--- src/include/qu_map.vh ---
`ifndef QU_MAP_VH
`define QU_MAP_VH

// Register offsets inside one channel, selected by address bits 2..0.
`define QU_OFS_HOLD     3'h0
`define QU_OFS_DIV      3'h3
`define QU_OFS_MCTL     3'h4
`define QU_OFS_LSTAT    3'h5
`define QU_OFS_MSTAT    3'h6

// Address fields of the five-bit register and channel address.
`define QU_ADDR_REG_LSB  0
`define QU_ADDR_REG_MSB  2
`define QU_ADDR_CH_LSB   3
`define QU_ADDR_CH_MSB   4

// Field positions in the modem control register.
`define QU_MCTL_DTR_BIT  0

// Field positions in the modem status register.
`define QU_MSTAT_DCTS_BIT 0
`define QU_MSTAT_DDSR_BIT 1
`define QU_MSTAT_DCD_BIT  3
`define QU_MSTAT_CTS_BIT  4
`define QU_MSTAT_DSR_BIT  5
`define QU_MSTAT_CD_BIT   7

// Field positions in the line status register.
`define QU_LSTAT_RDY_BIT  0
`define QU_LSTAT_THE_BIT  5
`define QU_LSTAT_TEM_BIT  6

// Reset values.
`define QU_MCTL_RST   8'h00
`define QU_DIV_RST    8'h00
`define QU_BYTE_RST   8'h00

`endif

--- src/design/qu_top.v ---
// How it works
// - Style select high: reset pin at 1 clears registers and outputs.
// - Style select low: reset pin acts at 0 with same effect.
// - During reset serial output idles and serial input is ignored.
// - Strobe falling edge writes data bus into addressed register.
// - Strobe rising edge drives addressed register onto data bus.
// - Receive-ready output summarises all four receive buffers.
// - Receive-ready low while any channel holds an unread character.
// - Receive-ready high once no channel holds an unread character.
// - Transmit-ready low while any channel has transmit space.
// - Transmit-ready high only when every transmit buffer is full.
// - Each channel's receive status is readable per channel.
// - Each channel has an active-low clear-to-send input.
// - Clear-to-send state reads in modem status bit 4.
// - Data-set-ready is status only, never gates data.
// - Carrier-detect input at 0 reports carrier present.
// - Modem control bit 0 set drives terminal-ready low.
// - Modem control bit 0 clear returns terminal-ready high.
// - Rates derive from the oscillator clock through each channel's divisor.
// - Address bits 4..3 pick channel A, B, C or D.
// - Serial output is 1 in reset; otherwise it follows the transmit line.
`include "qu_map.vh"

module qu_top (
  input  wire        sys_clk_i,
  input  wire        rst_n_i,
  input  wire        bus_style_i,
  input  wire        reset_pin_i,
  input  wire        cs_n_i,
  input  wire [4:0]  register_channel_addr_i,
  input  wire        rw_strobe_n_i,
  input  wire [7:0]  data_i,
  output wire [7:0]  data_o,
  output wire        data_oe_o,
  output wire        rx_data_avail_n_o,
  output wire        tx_space_avail_n_o,
  input  wire [3:0]  cts_n_i,
  input  wire [3:0]  dsr_n_i,
  input  wire [3:0]  carrier_detect_n_i,
  output wire [3:0]  dtr_n_o,
  input  wire [3:0]  rx_char_valid_i,
  input  wire [31:0] rx_char_data_i,
  output wire [3:0]  tx_char_valid_o,
  output wire [31:0] tx_char_data_o,
  input  wire [3:0]  tx_char_taken_i,
  input  wire [3:0]  tx_line_i,
  output wire [3:0]  tx_o,
  input  wire [3:0]  rx_i,
  output wire [3:0]  rx_line_o,
  output wire [3:0]  baud_tick_o,
  output wire        in_reset_o
);

  // Bus sequencer states, one-hot.
  localparam [2:0] ST_IDLE  = 3'b001;
  localparam [2:0] ST_LOW   = 3'b010;
  localparam [2:0] ST_DRIVE = 3'b100;

  // One-hot channel pick from the address; used for writes and reads.
  function [3:0] chan_dec;
    input [4:0] addr;
    begin
      case (addr[`QU_ADDR_CH_MSB:`QU_ADDR_CH_LSB])
        2'b00:   chan_dec = 4'b0001;
        2'b01:   chan_dec = 4'b0010;
        2'b10:   chan_dec = 4'b0100;
        2'b11:   chan_dec = 4'b1000;
        default: chan_dec = 4'b0000;
      endcase
    end
  endfunction

  wire [13:0] sync_in;
  wire [13:0] sync_out;
  wire [3:0]  cts_s;
  wire [3:0]  dsr_s;
  wire [3:0]  cd_s;
  wire        strobe_s;
  wire        reset_pin_s;

  reg         strobe_d_reg;
  reg         soft_rst_reg;
  reg  [2:0]  state_reg;
  reg  [2:0]  state_next;
  reg  [7:0]  data_o_reg;
  reg         data_oe_reg;
  reg         rx_avail_n_reg;
  reg         tx_space_n_reg;
  reg  [3:0]  tx_o_reg;
  reg  [3:0]  rx_line_reg;

  wire        strobe_fall;
  wire        strobe_rise;
  wire        sel;
  wire [3:0]  chan_hit;
  wire [3:0]  wr_en;
  wire [3:0]  rd_en;
  wire [2:0]  reg_sel;
  wire [31:0] rdata_all;
  wire [3:0]  rx_full;
  wire [3:0]  tx_full;
  reg  [7:0]  rdata_mux;

  // The reset pin, the strobe and the modem inputs pass a synchroniser.
  assign sync_in = {reset_pin_i, rw_strobe_n_i, carrier_detect_n_i,
                    dsr_n_i, cts_n_i};

  qu_sync #(
    .W (14)
  ) u_sync (
    .sys_clk_i (sys_clk_i),
    .rst_n_i   (rst_n_i),
    .async_i   (sync_in),
    .sync_o    (sync_out)
  );

  assign cts_s       = sync_out[3:0];
  assign dsr_s       = sync_out[7:4];
  assign cd_s        = sync_out[11:8];
  assign strobe_s    = sync_out[12];
  assign reset_pin_s = sync_out[13];

  // The reset pin's sense follows the bus style; held as a level so
  // everything stays cleared for as long as the pin is asserted.
  always @(posedge sys_clk_i or negedge rst_n_i) begin
    if (!rst_n_i) begin
      soft_rst_reg <= 1'b1;
    end else if (bus_style_i) begin
      soft_rst_reg <= reset_pin_s;
    end else begin
      soft_rst_reg <= ~reset_pin_s;
    end
  end

  // Edge detection works on the synchronised strobe only.
  always @(posedge sys_clk_i or negedge rst_n_i) begin
    if (!rst_n_i) begin
      strobe_d_reg <= 1'b1;
    end else begin
      strobe_d_reg <= strobe_s;
    end
  end

  assign strobe_fall = strobe_d_reg & ~strobe_s;
  assign strobe_rise = ~strobe_d_reg & strobe_s;

  // Select and address must already be stable at the edge; the
  // synchroniser delay means the host holds them two cycles longer.
  assign sel      = ~cs_n_i & ~soft_rst_reg;
  assign chan_hit = chan_dec(register_channel_addr_i);
  assign reg_sel  =
    register_channel_addr_i[`QU_ADDR_REG_MSB:`QU_ADDR_REG_LSB];
  assign wr_en    = {4{strobe_fall & sel}} & chan_hit;
  assign rd_en    = {4{strobe_rise & sel}} & chan_hit;

  // Bus sequencer: a falling edge writes, a rising edge reads, and
  // the read data stays on the bus until the next fall or deselect.
  always @* begin
    state_next = state_reg;
    case (state_reg)
      ST_IDLE: begin
        if (strobe_fall && sel) begin
          state_next = ST_LOW;
        end else if (strobe_rise && sel) begin
          state_next = ST_DRIVE;
        end
      end
      ST_LOW: begin
        if (!sel) begin
          state_next = ST_IDLE;
        end else if (strobe_rise) begin
          state_next = ST_DRIVE;
        end
      end
      ST_DRIVE: begin
        if (!sel) begin
          state_next = ST_IDLE;
        end else if (strobe_fall) begin
          state_next = ST_LOW;
        end
      end
      default: state_next = ST_IDLE;
    endcase
  end

  always @(posedge sys_clk_i or negedge rst_n_i) begin
    if (!rst_n_i) begin
      state_reg <= ST_IDLE;
    end else if (soft_rst_reg) begin
      state_reg <= ST_IDLE;
    end else begin
      state_reg <= state_next;
    end
  end

  // Read data mux across the four channels.
  always @* begin
    rdata_mux = 8'h00;
    case (chan_hit)
      4'b0001: rdata_mux = rdata_all[7:0];
      4'b0010: rdata_mux = rdata_all[15:8];
      4'b0100: rdata_mux = rdata_all[23:16];
      4'b1000: rdata_mux = rdata_all[31:24];
      default: rdata_mux = 8'h00;
    endcase
  end

  // Data bus driver, registered so the pins never glitch.
  always @(posedge sys_clk_i or negedge rst_n_i) begin
    if (!rst_n_i) begin
      data_o_reg  <= 8'h00;
      data_oe_reg <= 1'b0;
    end else if (soft_rst_reg) begin
      data_o_reg  <= 8'h00;
      data_oe_reg <= 1'b0;
    end else begin
      if (strobe_rise && sel) begin
        data_o_reg <= rdata_mux;
      end
      data_oe_reg <= (state_next == ST_DRIVE);
    end
  end

  // The four channels.
  genvar c;
  generate
    for (c = 0; c < 4; c = c + 1) begin : g_chan
      qu_chan u_chan (
        .sys_clk_i  (sys_clk_i),
        .rst_n_i    (rst_n_i),
        .clr_i      (soft_rst_reg),
        .wr_i       (wr_en[c]),
        .rd_i       (rd_en[c]),
        .reg_sel_i  (reg_sel),
        .wdata_i    (data_i),
        .rdata_o    (rdata_all[c*8+7:c*8]),
        .rx_valid_i (rx_char_valid_i[c]),
        .rx_data_i  (rx_char_data_i[c*8+7:c*8]),
        .tx_taken_i (tx_char_taken_i[c]),
        .cts_n_i    (cts_s[c]),
        .dsr_n_i    (dsr_s[c]),
        .cd_n_i     (cd_s[c]),
        .rx_full_o  (rx_full[c]),
        .tx_full_o  (tx_full[c]),
        .tx_data_o  (tx_char_data_o[c*8+7:c*8]),
        .dtr_n_o    (dtr_n_o[c]),
        .tick_o     (baud_tick_o[c])
      );
    end
  endgenerate

  // Summary pins: any unread character pulls receive-ready low; only
  // four full transmit buffers let transmit-ready go high.
  always @(posedge sys_clk_i or negedge rst_n_i) begin
    if (!rst_n_i) begin
      rx_avail_n_reg <= 1'b1;
      tx_space_n_reg <= 1'b0;
    end else begin
      rx_avail_n_reg <= ~(|rx_full);
      tx_space_n_reg <= &tx_full;
    end
  end

  // Serial pins are forced idle while reset holds.
  always @(posedge sys_clk_i or negedge rst_n_i) begin
    if (!rst_n_i) begin
      tx_o_reg    <= 4'hf;
      rx_line_reg <= 4'hf;
    end else if (soft_rst_reg) begin
      tx_o_reg    <= 4'hf;
      rx_line_reg <= 4'hf;
    end else begin
      tx_o_reg    <= tx_line_i;
      rx_line_reg <= rx_i;
    end
  end

  assign data_o             = data_o_reg;
  assign data_oe_o          = data_oe_reg;
  assign rx_data_avail_n_o  = rx_avail_n_reg;
  assign tx_space_avail_n_o = tx_space_n_reg;
  assign tx_char_valid_o    = tx_full;
  assign tx_o               = tx_o_reg;
  assign rx_line_o          = rx_line_reg;
  assign in_reset_o         = soft_rst_reg;

endmodule

--- src/design/qu_sync.v ---
// Two-flop synchroniser for a group of independent levels.
module qu_sync #(
  parameter W = 1
) (
  input  wire         sys_clk_i,
  input  wire         rst_n_i,
  input  wire [W-1:0] async_i,
  output wire [W-1:0] sync_o
);

  reg [W-1:0] meta_reg;
  reg [W-1:0] sync_reg;

  // The first stage feeds only the second; nothing else looks at it.
  always @(posedge sys_clk_i or negedge rst_n_i) begin
    if (!rst_n_i) begin
      meta_reg <= {W{1'b1}};
      sync_reg <= {W{1'b1}};
    end else begin
      meta_reg <= async_i;
      sync_reg <= meta_reg;
    end
  end

  assign sync_o = sync_reg;

endmodule

--- src/design/qu_chan.v ---
`include "qu_map.vh"

// One channel: holding registers, modem control and status, rate tick.
module qu_chan (
  input  wire       sys_clk_i,
  input  wire       rst_n_i,
  input  wire       clr_i,
  input  wire       wr_i,
  input  wire       rd_i,
  input  wire [2:0] reg_sel_i,
  input  wire [7:0] wdata_i,
  output reg  [7:0] rdata_o,
  input  wire       rx_valid_i,
  input  wire [7:0] rx_data_i,
  input  wire       tx_taken_i,
  input  wire       cts_n_i,
  input  wire       dsr_n_i,
  input  wire       cd_n_i,
  output wire       rx_full_o,
  output wire       tx_full_o,
  output wire [7:0] tx_data_o,
  output wire       dtr_n_o,
  output wire       tick_o
);

  reg [7:0] rx_hold_reg;
  reg       rx_full_reg;
  reg [7:0] tx_hold_reg;
  reg       tx_full_reg;
  reg [7:0] mctl_reg;
  reg       dtr_n_reg;
  reg [7:0] div_reg;
  reg [7:0] div_cnt_reg;
  reg       tick_reg;
  reg [2:0] prev_reg;
  reg [3:0] delta_reg;
  wire      rd_hold;
  wire      rd_mstat;
  wire [2:0] now_act;

  assign rd_hold  = rd_i && (reg_sel_i == `QU_OFS_HOLD);
  assign rd_mstat = rd_i && (reg_sel_i == `QU_OFS_MSTAT);
  assign now_act  = {~cd_n_i, ~dsr_n_i, ~cts_n_i};

  // Buffer flags: a new character beats a same-cycle read and a new write a
  // same-cycle take, so neither is lost; only clr_i wins over both.
  always @(posedge sys_clk_i or negedge rst_n_i) begin
    if (!rst_n_i) begin
      rx_hold_reg <= `QU_BYTE_RST;
      rx_full_reg <= 1'b0;
      tx_hold_reg <= `QU_BYTE_RST;
      tx_full_reg <= 1'b0;
    end else if (clr_i) begin
      rx_hold_reg <= `QU_BYTE_RST;
      rx_full_reg <= 1'b0;
      tx_hold_reg <= `QU_BYTE_RST;
      tx_full_reg <= 1'b0;
    end else begin
      if (rx_valid_i) begin
        rx_hold_reg <= rx_data_i;
        rx_full_reg <= 1'b1;
      end else if (rd_hold) begin
        rx_full_reg <= 1'b0;
      end
      if (wr_i && reg_sel_i == `QU_OFS_HOLD) begin
        tx_hold_reg <= wdata_i;
        tx_full_reg <= 1'b1;
      end else if (tx_taken_i) begin
        tx_full_reg <= 1'b0;
      end
    end
  end

  // Modem control; the terminal-ready pin never touches the data path.
  always @(posedge sys_clk_i or negedge rst_n_i) begin
    if (!rst_n_i) begin
      mctl_reg  <= `QU_MCTL_RST;
      dtr_n_reg <= 1'b1;
      div_reg   <= `QU_DIV_RST;
    end else if (clr_i) begin
      mctl_reg  <= `QU_MCTL_RST;
      dtr_n_reg <= 1'b1;
      div_reg   <= `QU_DIV_RST;
    end else if (wr_i && reg_sel_i == `QU_OFS_MCTL) begin
      mctl_reg  <= wdata_i;
      dtr_n_reg <= ~wdata_i[`QU_MCTL_DTR_BIT];
    end else if (wr_i && reg_sel_i == `QU_OFS_DIV) begin
      div_reg   <= wdata_i;
    end
  end

  // Rate tick from the oscillator clock; divisor zero stops it.
  always @(posedge sys_clk_i or negedge rst_n_i) begin
    if (!rst_n_i) begin
      div_cnt_reg <= 8'h00;
      tick_reg    <= 1'b0;
    end else if (clr_i || div_reg == 8'h00) begin
      div_cnt_reg <= 8'h00;
      tick_reg    <= 1'b0;
    end else if (div_cnt_reg == 8'h00) begin
      div_cnt_reg <= div_reg - 8'h01;
      tick_reg    <= 1'b1;
    end else begin
      div_cnt_reg <= div_cnt_reg - 8'h01;
      tick_reg    <= 1'b0;
    end
  end

  // Change flags on the modem inputs; a change beats the read clear.
  always @(posedge sys_clk_i or negedge rst_n_i) begin
    if (!rst_n_i) begin
      prev_reg  <= 3'h0;
      delta_reg <= 4'h0;
    end else if (clr_i) begin
      prev_reg  <= now_act;
      delta_reg <= 4'h0;
    end else begin
      prev_reg <= now_act;
      delta_reg[`QU_MSTAT_DCTS_BIT] <= (now_act[0] ^ prev_reg[0]) ||
        (delta_reg[`QU_MSTAT_DCTS_BIT] && !rd_mstat);
      delta_reg[`QU_MSTAT_DDSR_BIT] <= (now_act[1] ^ prev_reg[1]) ||
        (delta_reg[`QU_MSTAT_DDSR_BIT] && !rd_mstat);
      delta_reg[2] <= 1'b0;
      delta_reg[`QU_MSTAT_DCD_BIT] <= (now_act[2] ^ prev_reg[2]) ||
        (delta_reg[`QU_MSTAT_DCD_BIT] && !rd_mstat);
    end
  end

  // Read data for the addressed register.
  always @* begin
    rdata_o = 8'h00;
    case (reg_sel_i)
      `QU_OFS_HOLD:  rdata_o = rx_hold_reg;
      `QU_OFS_DIV:   rdata_o = div_reg;
      `QU_OFS_MCTL:  rdata_o = mctl_reg;
      `QU_OFS_LSTAT: begin
        rdata_o[`QU_LSTAT_RDY_BIT] = rx_full_reg;
        rdata_o[`QU_LSTAT_THE_BIT] = ~tx_full_reg;
        rdata_o[`QU_LSTAT_TEM_BIT] = ~tx_full_reg;
      end
      `QU_OFS_MSTAT: begin
        rdata_o[3:0] = delta_reg;
        rdata_o[`QU_MSTAT_CTS_BIT] = now_act[0];
        rdata_o[`QU_MSTAT_DSR_BIT] = now_act[1];
        rdata_o[`QU_MSTAT_CD_BIT]  = now_act[2];
      end
      default: rdata_o = 8'h00;
    endcase
  end

  assign rx_full_o = rx_full_reg;
  assign tx_full_o = tx_full_reg;
  assign tx_data_o = tx_hold_reg;
  assign dtr_n_o   = dtr_n_reg;
  assign tick_o    = tick_reg;

endmodule

--- config.mk ---
export PLATFORM = sky130hd
export DESIGN_NAME = qu_top
export DESIGN_NICKNAME = d
export VERILOG_FILES = /design/src/design/qu_top.v /design/src/design/qu_sync.v /design/src/design/qu_chan.v
export VERILOG_INCLUDE_DIRS = /design/src /design/src/include
export SDC_FILE = /design/constraint.sdc
export NUM_CORES = 1
export LEC_CHECK = 0
export BUFFER_PORTS_ARGS = -buffer_cell sky130_fd_sc_hd__buf_2
export CAP_MARGIN = 20
export CORE_ASPECT_RATIO = 1.4
export CORE_UTILIZATION = 55
export DETAILED_ROUTE_END_ITERATION = 8
export PLACE_DENSITY = 0.79
export SLEW_MARGIN = 0
export SYNTH_ARGS = -nofsm -noshare
export SYNTH_HDL_FRONTEND = slang
export SYNTH_HIERARCHICAL = 1
export SYNTH_SLANG_ARGS = --single-unit
--- constraint.sdc ---
create_clock -name sys_clk_i -period 3.09 [get_ports sys_clk_i]
set_input_delay 0.309 -clock sys_clk_i [delete_from_list [all_inputs] [get_ports sys_clk_i]]
set_output_delay 0.309 -clock sys_clk_i [all_outputs]
set_load 0.1 [all_outputs]
==> qor.yml <==
fmaxAchievable_ghz: 0.3846
tightestPinTransition_ns: 0.9553
ys_types: 54
synth_edf_count: 0
cp_max_fo: 178
avgSynthCellArea_um2: 9.644
fin_crit_ns: 2.600
synth_warnings: 6
ys_async_sr_fraction_pct: 100.0
row_count: 63
arrival_ns: 2.29
dieArea_mm2: 0.02222
antenna_found_initial: 1
die_y_um: 176.0
gp_congestion: 0.8777
crit_path_start: "in_reset_o$_DFF_PN1_"
final_common_cell: "nand2_1"
diodes: 0
numPortBuffers: 142
nets: 1449
finClkSkew_ns: 0.007077
critPathRequiredTime_ns: 2.78
routedWlPerCell_um: 19.07
r2r-end: "g_chan[2].u_chan/dtr_n_o$_DFFE_PN1P_"
irDropWorstVdd_mv: 0.4184
die_w_um: 126.3
path_class: "reg -> out"
grt_first_pass_wirelength_um: 50030
cts_setup_buffers: 0
ys.flop_type: "dfrtp_1"
synth-seq-cells: 252
core_mm2: 0.02120
seqPwrFrac_pct: 48.8
grt.overflow.total: 0
wl_um: 31350
slew-limit-headroom_pct: 36.31
area_delta_synth_final_pct: 16.05
via_per_inst: 5.967
clk_pin_slew_ns: 0.06
cp-end-kind: "output port"
drive_above_1_share_pct: 20.16
setup_violations: 0
place_ws_ns: 0.5060
placed_area_mm2: 0.01277
final.setup.worst_slack_ns: 0.4898
syn-num-nets: 1316
holdPathEnd: "g_chan[2].u_chan/rx_hold_reg[1]$_DFFE_PN0P_"
grt_pass1_vias: 9512
final_antenna_net_count: 0
firstDrtPassIters: 5
clk_latency_ns: 0.52
cts_max_level: 1
fin_crit_sh_pct: 84.15
finalHoldViolations: 0
holdPathStages: 3
cp-start-kind: "flop"
cell_internal_pwr_mw: 5.393
p_sw_share_pct: 25.19
finalSetupTns_ns: 0
clock_path_buffers: 3
synth_area_mm2: 0.01189
stdcell_area_mm2: 0.01380
tritoncts.num_buffers: 25
hpwl_um: 21270
root_buffer: "clkbuf_16"
reg2reg_slack_ns: 0.57
leakagePower_nw: 6.342
num_vias: 9809
p_comb_share_pct: 10.3
power_frac_clock_pct: 40.9
start_util_pct: 56.08
grt_max_degree: 179
clock_sinks: 252
io_pins: 143
drv_cap: 0
synth_cells: 1233
r2r-start: "in_reset_o$_DFF_PN1_"
reg2reg_depth: 5
min_from: "rx_char_data_i[17]"
finalMaxSlewViolations: 0
power_density_mw_per_mm2: 522.4
final_cell_mix: "nand2_1 (249), dfrtp_1 (208), a21oi_1 (149)"
num-fill-cells: 1706
drc: 0
p_sw_mw: 1.816
ys_seq_area_share_pct: 53.49
grt_usage_pct: 28.81
outcome: "completed"
min_path_type: "in -> reg"
cts_tree: "done"
rsz0062_at_grt: "false"
drtIter0Drc: 845
[final cells by class]
class | instances | area, µm² | share of cell area, %
Tap cell | 260 | 325.3 | 2.357
Clock inverter | 7 | 65.06 | 0.4715
Multi-Input combinational cell | 888 | 5136 | 37.22
Clock buffer | 38 | 734.5 | 5.322
Timing Repair Buffer | 177 | 1091 | 7.906
Inverter | 22 | 82.58 | 0.5984
Sequential cell | 252 | 6365 | 46.12
[cell usage after synthesis, types with 14 or more instances]
master	n	area share (%)
mux2i_1	52	4.4
clkbuf_1	53	1.7
buf_2	15	0.63
nor3_1	26	1.1
nor2_1	104	3.3
xnor2_1	14	1.0
inv_1	22	0.69
nand2_1	249	7.9
o21ai_0	51	2.1
dfstp_2	44	9.7
dfrtp_1	208	44
nand2b_1	22	1.2
a21oi_1	149	6.3
nor4_1	17	0.89
[worst max-delay path, stage by stage, from the launching register on]
cell     delay (ns)
dfstp_4        0.63
buf_12         0.51
buf_2          0.55
[cells by family (layout without fill, tap and decap cells)]
family / after synthesis / in the layout / synth area share [%]
XOR/XNOR: 22 / 22 / 1.620
multiplexers: 72 / 72 / 7.155
flip-flops: 252 / 252 / 53.49
buffers and inverters: 93 / 244 / 3.314
AO/OA/AOI/OAI: 280 / 280 / 13.89
adder cells (fa/ha/maj): 4 / 4 / 0.4209
AND/OR/NAND/NOR: 510 / 510 / 20.11
[worst max path at each step]
stage / cells after the start / slack (ns) / to
2_1_floorplan: 5 / 0.85 / g_chan[1].u_chan/dtr_n_o$_DFFE_PN1P_
3_3_place_gp: 8 / 0.59 / data_o[1]$_DFFE_PN0P_
3_5_place_dp: 7 / 0.51 / data_o[7]$_DFFE_PN0P_
4_1_cts: 2 / 0.48 / in_reset_o
5_1_grt: 2 / 0.41 / in_reset_o
6_report: 2 / 0.49 / in_reset_o
[per-layer routing]
metal / part of all wire [%] / vias to the layer above / GRT usage (%)
li1: - / 4543 / -
met1: 39 / 4729 / 37.31
met2: 49 / 422 / 48.11
met3: 7.2 / 113 / 3.697
met4: 4.8 / 2 / 13.96
met5: 0.035 / - / 0
[what timing repair did]
| action | 4_1_cts | 5_1_grt |
|---|---|---|
| endpoints found under the hold margin | 106 | 0 |
| hold buffers | 23 | 0 |
| gates resized for setup | 0 | 0 |
[power groups by stage]
| stage | clock network, mW | registers [mW] | logic [mW] |
|---|---|---|---|
| CTS | 3.01 | 3.52 | 0.745 |
| finish | 2.95 | 3.52 | 0.744 |
| detailed placement | 0 | 3.57 | 0.720 |
| floorplan | 0 | 3.65 | 0.349 |
| global route | 3.12 | 3.53 | 0.808 |
| global placement | 0 | 3.57 | 0.707 |
[stage by stage]
step	util, %	power, mW	hold WS (ns)	instances
after floorplan	-	4.003	0.01341	1233
after global placement	60.22	4.278	0.3457	1576
after detailed placement	60.22	4.294	0.3468	1576
after CTS	65.08	7.267	0.02009	1644
after global routing	65.08	7.455	0.04877	1644
final	65.08	7.209	0.03359	1644
Note: power is estimated with default switching activity, not from simulation.
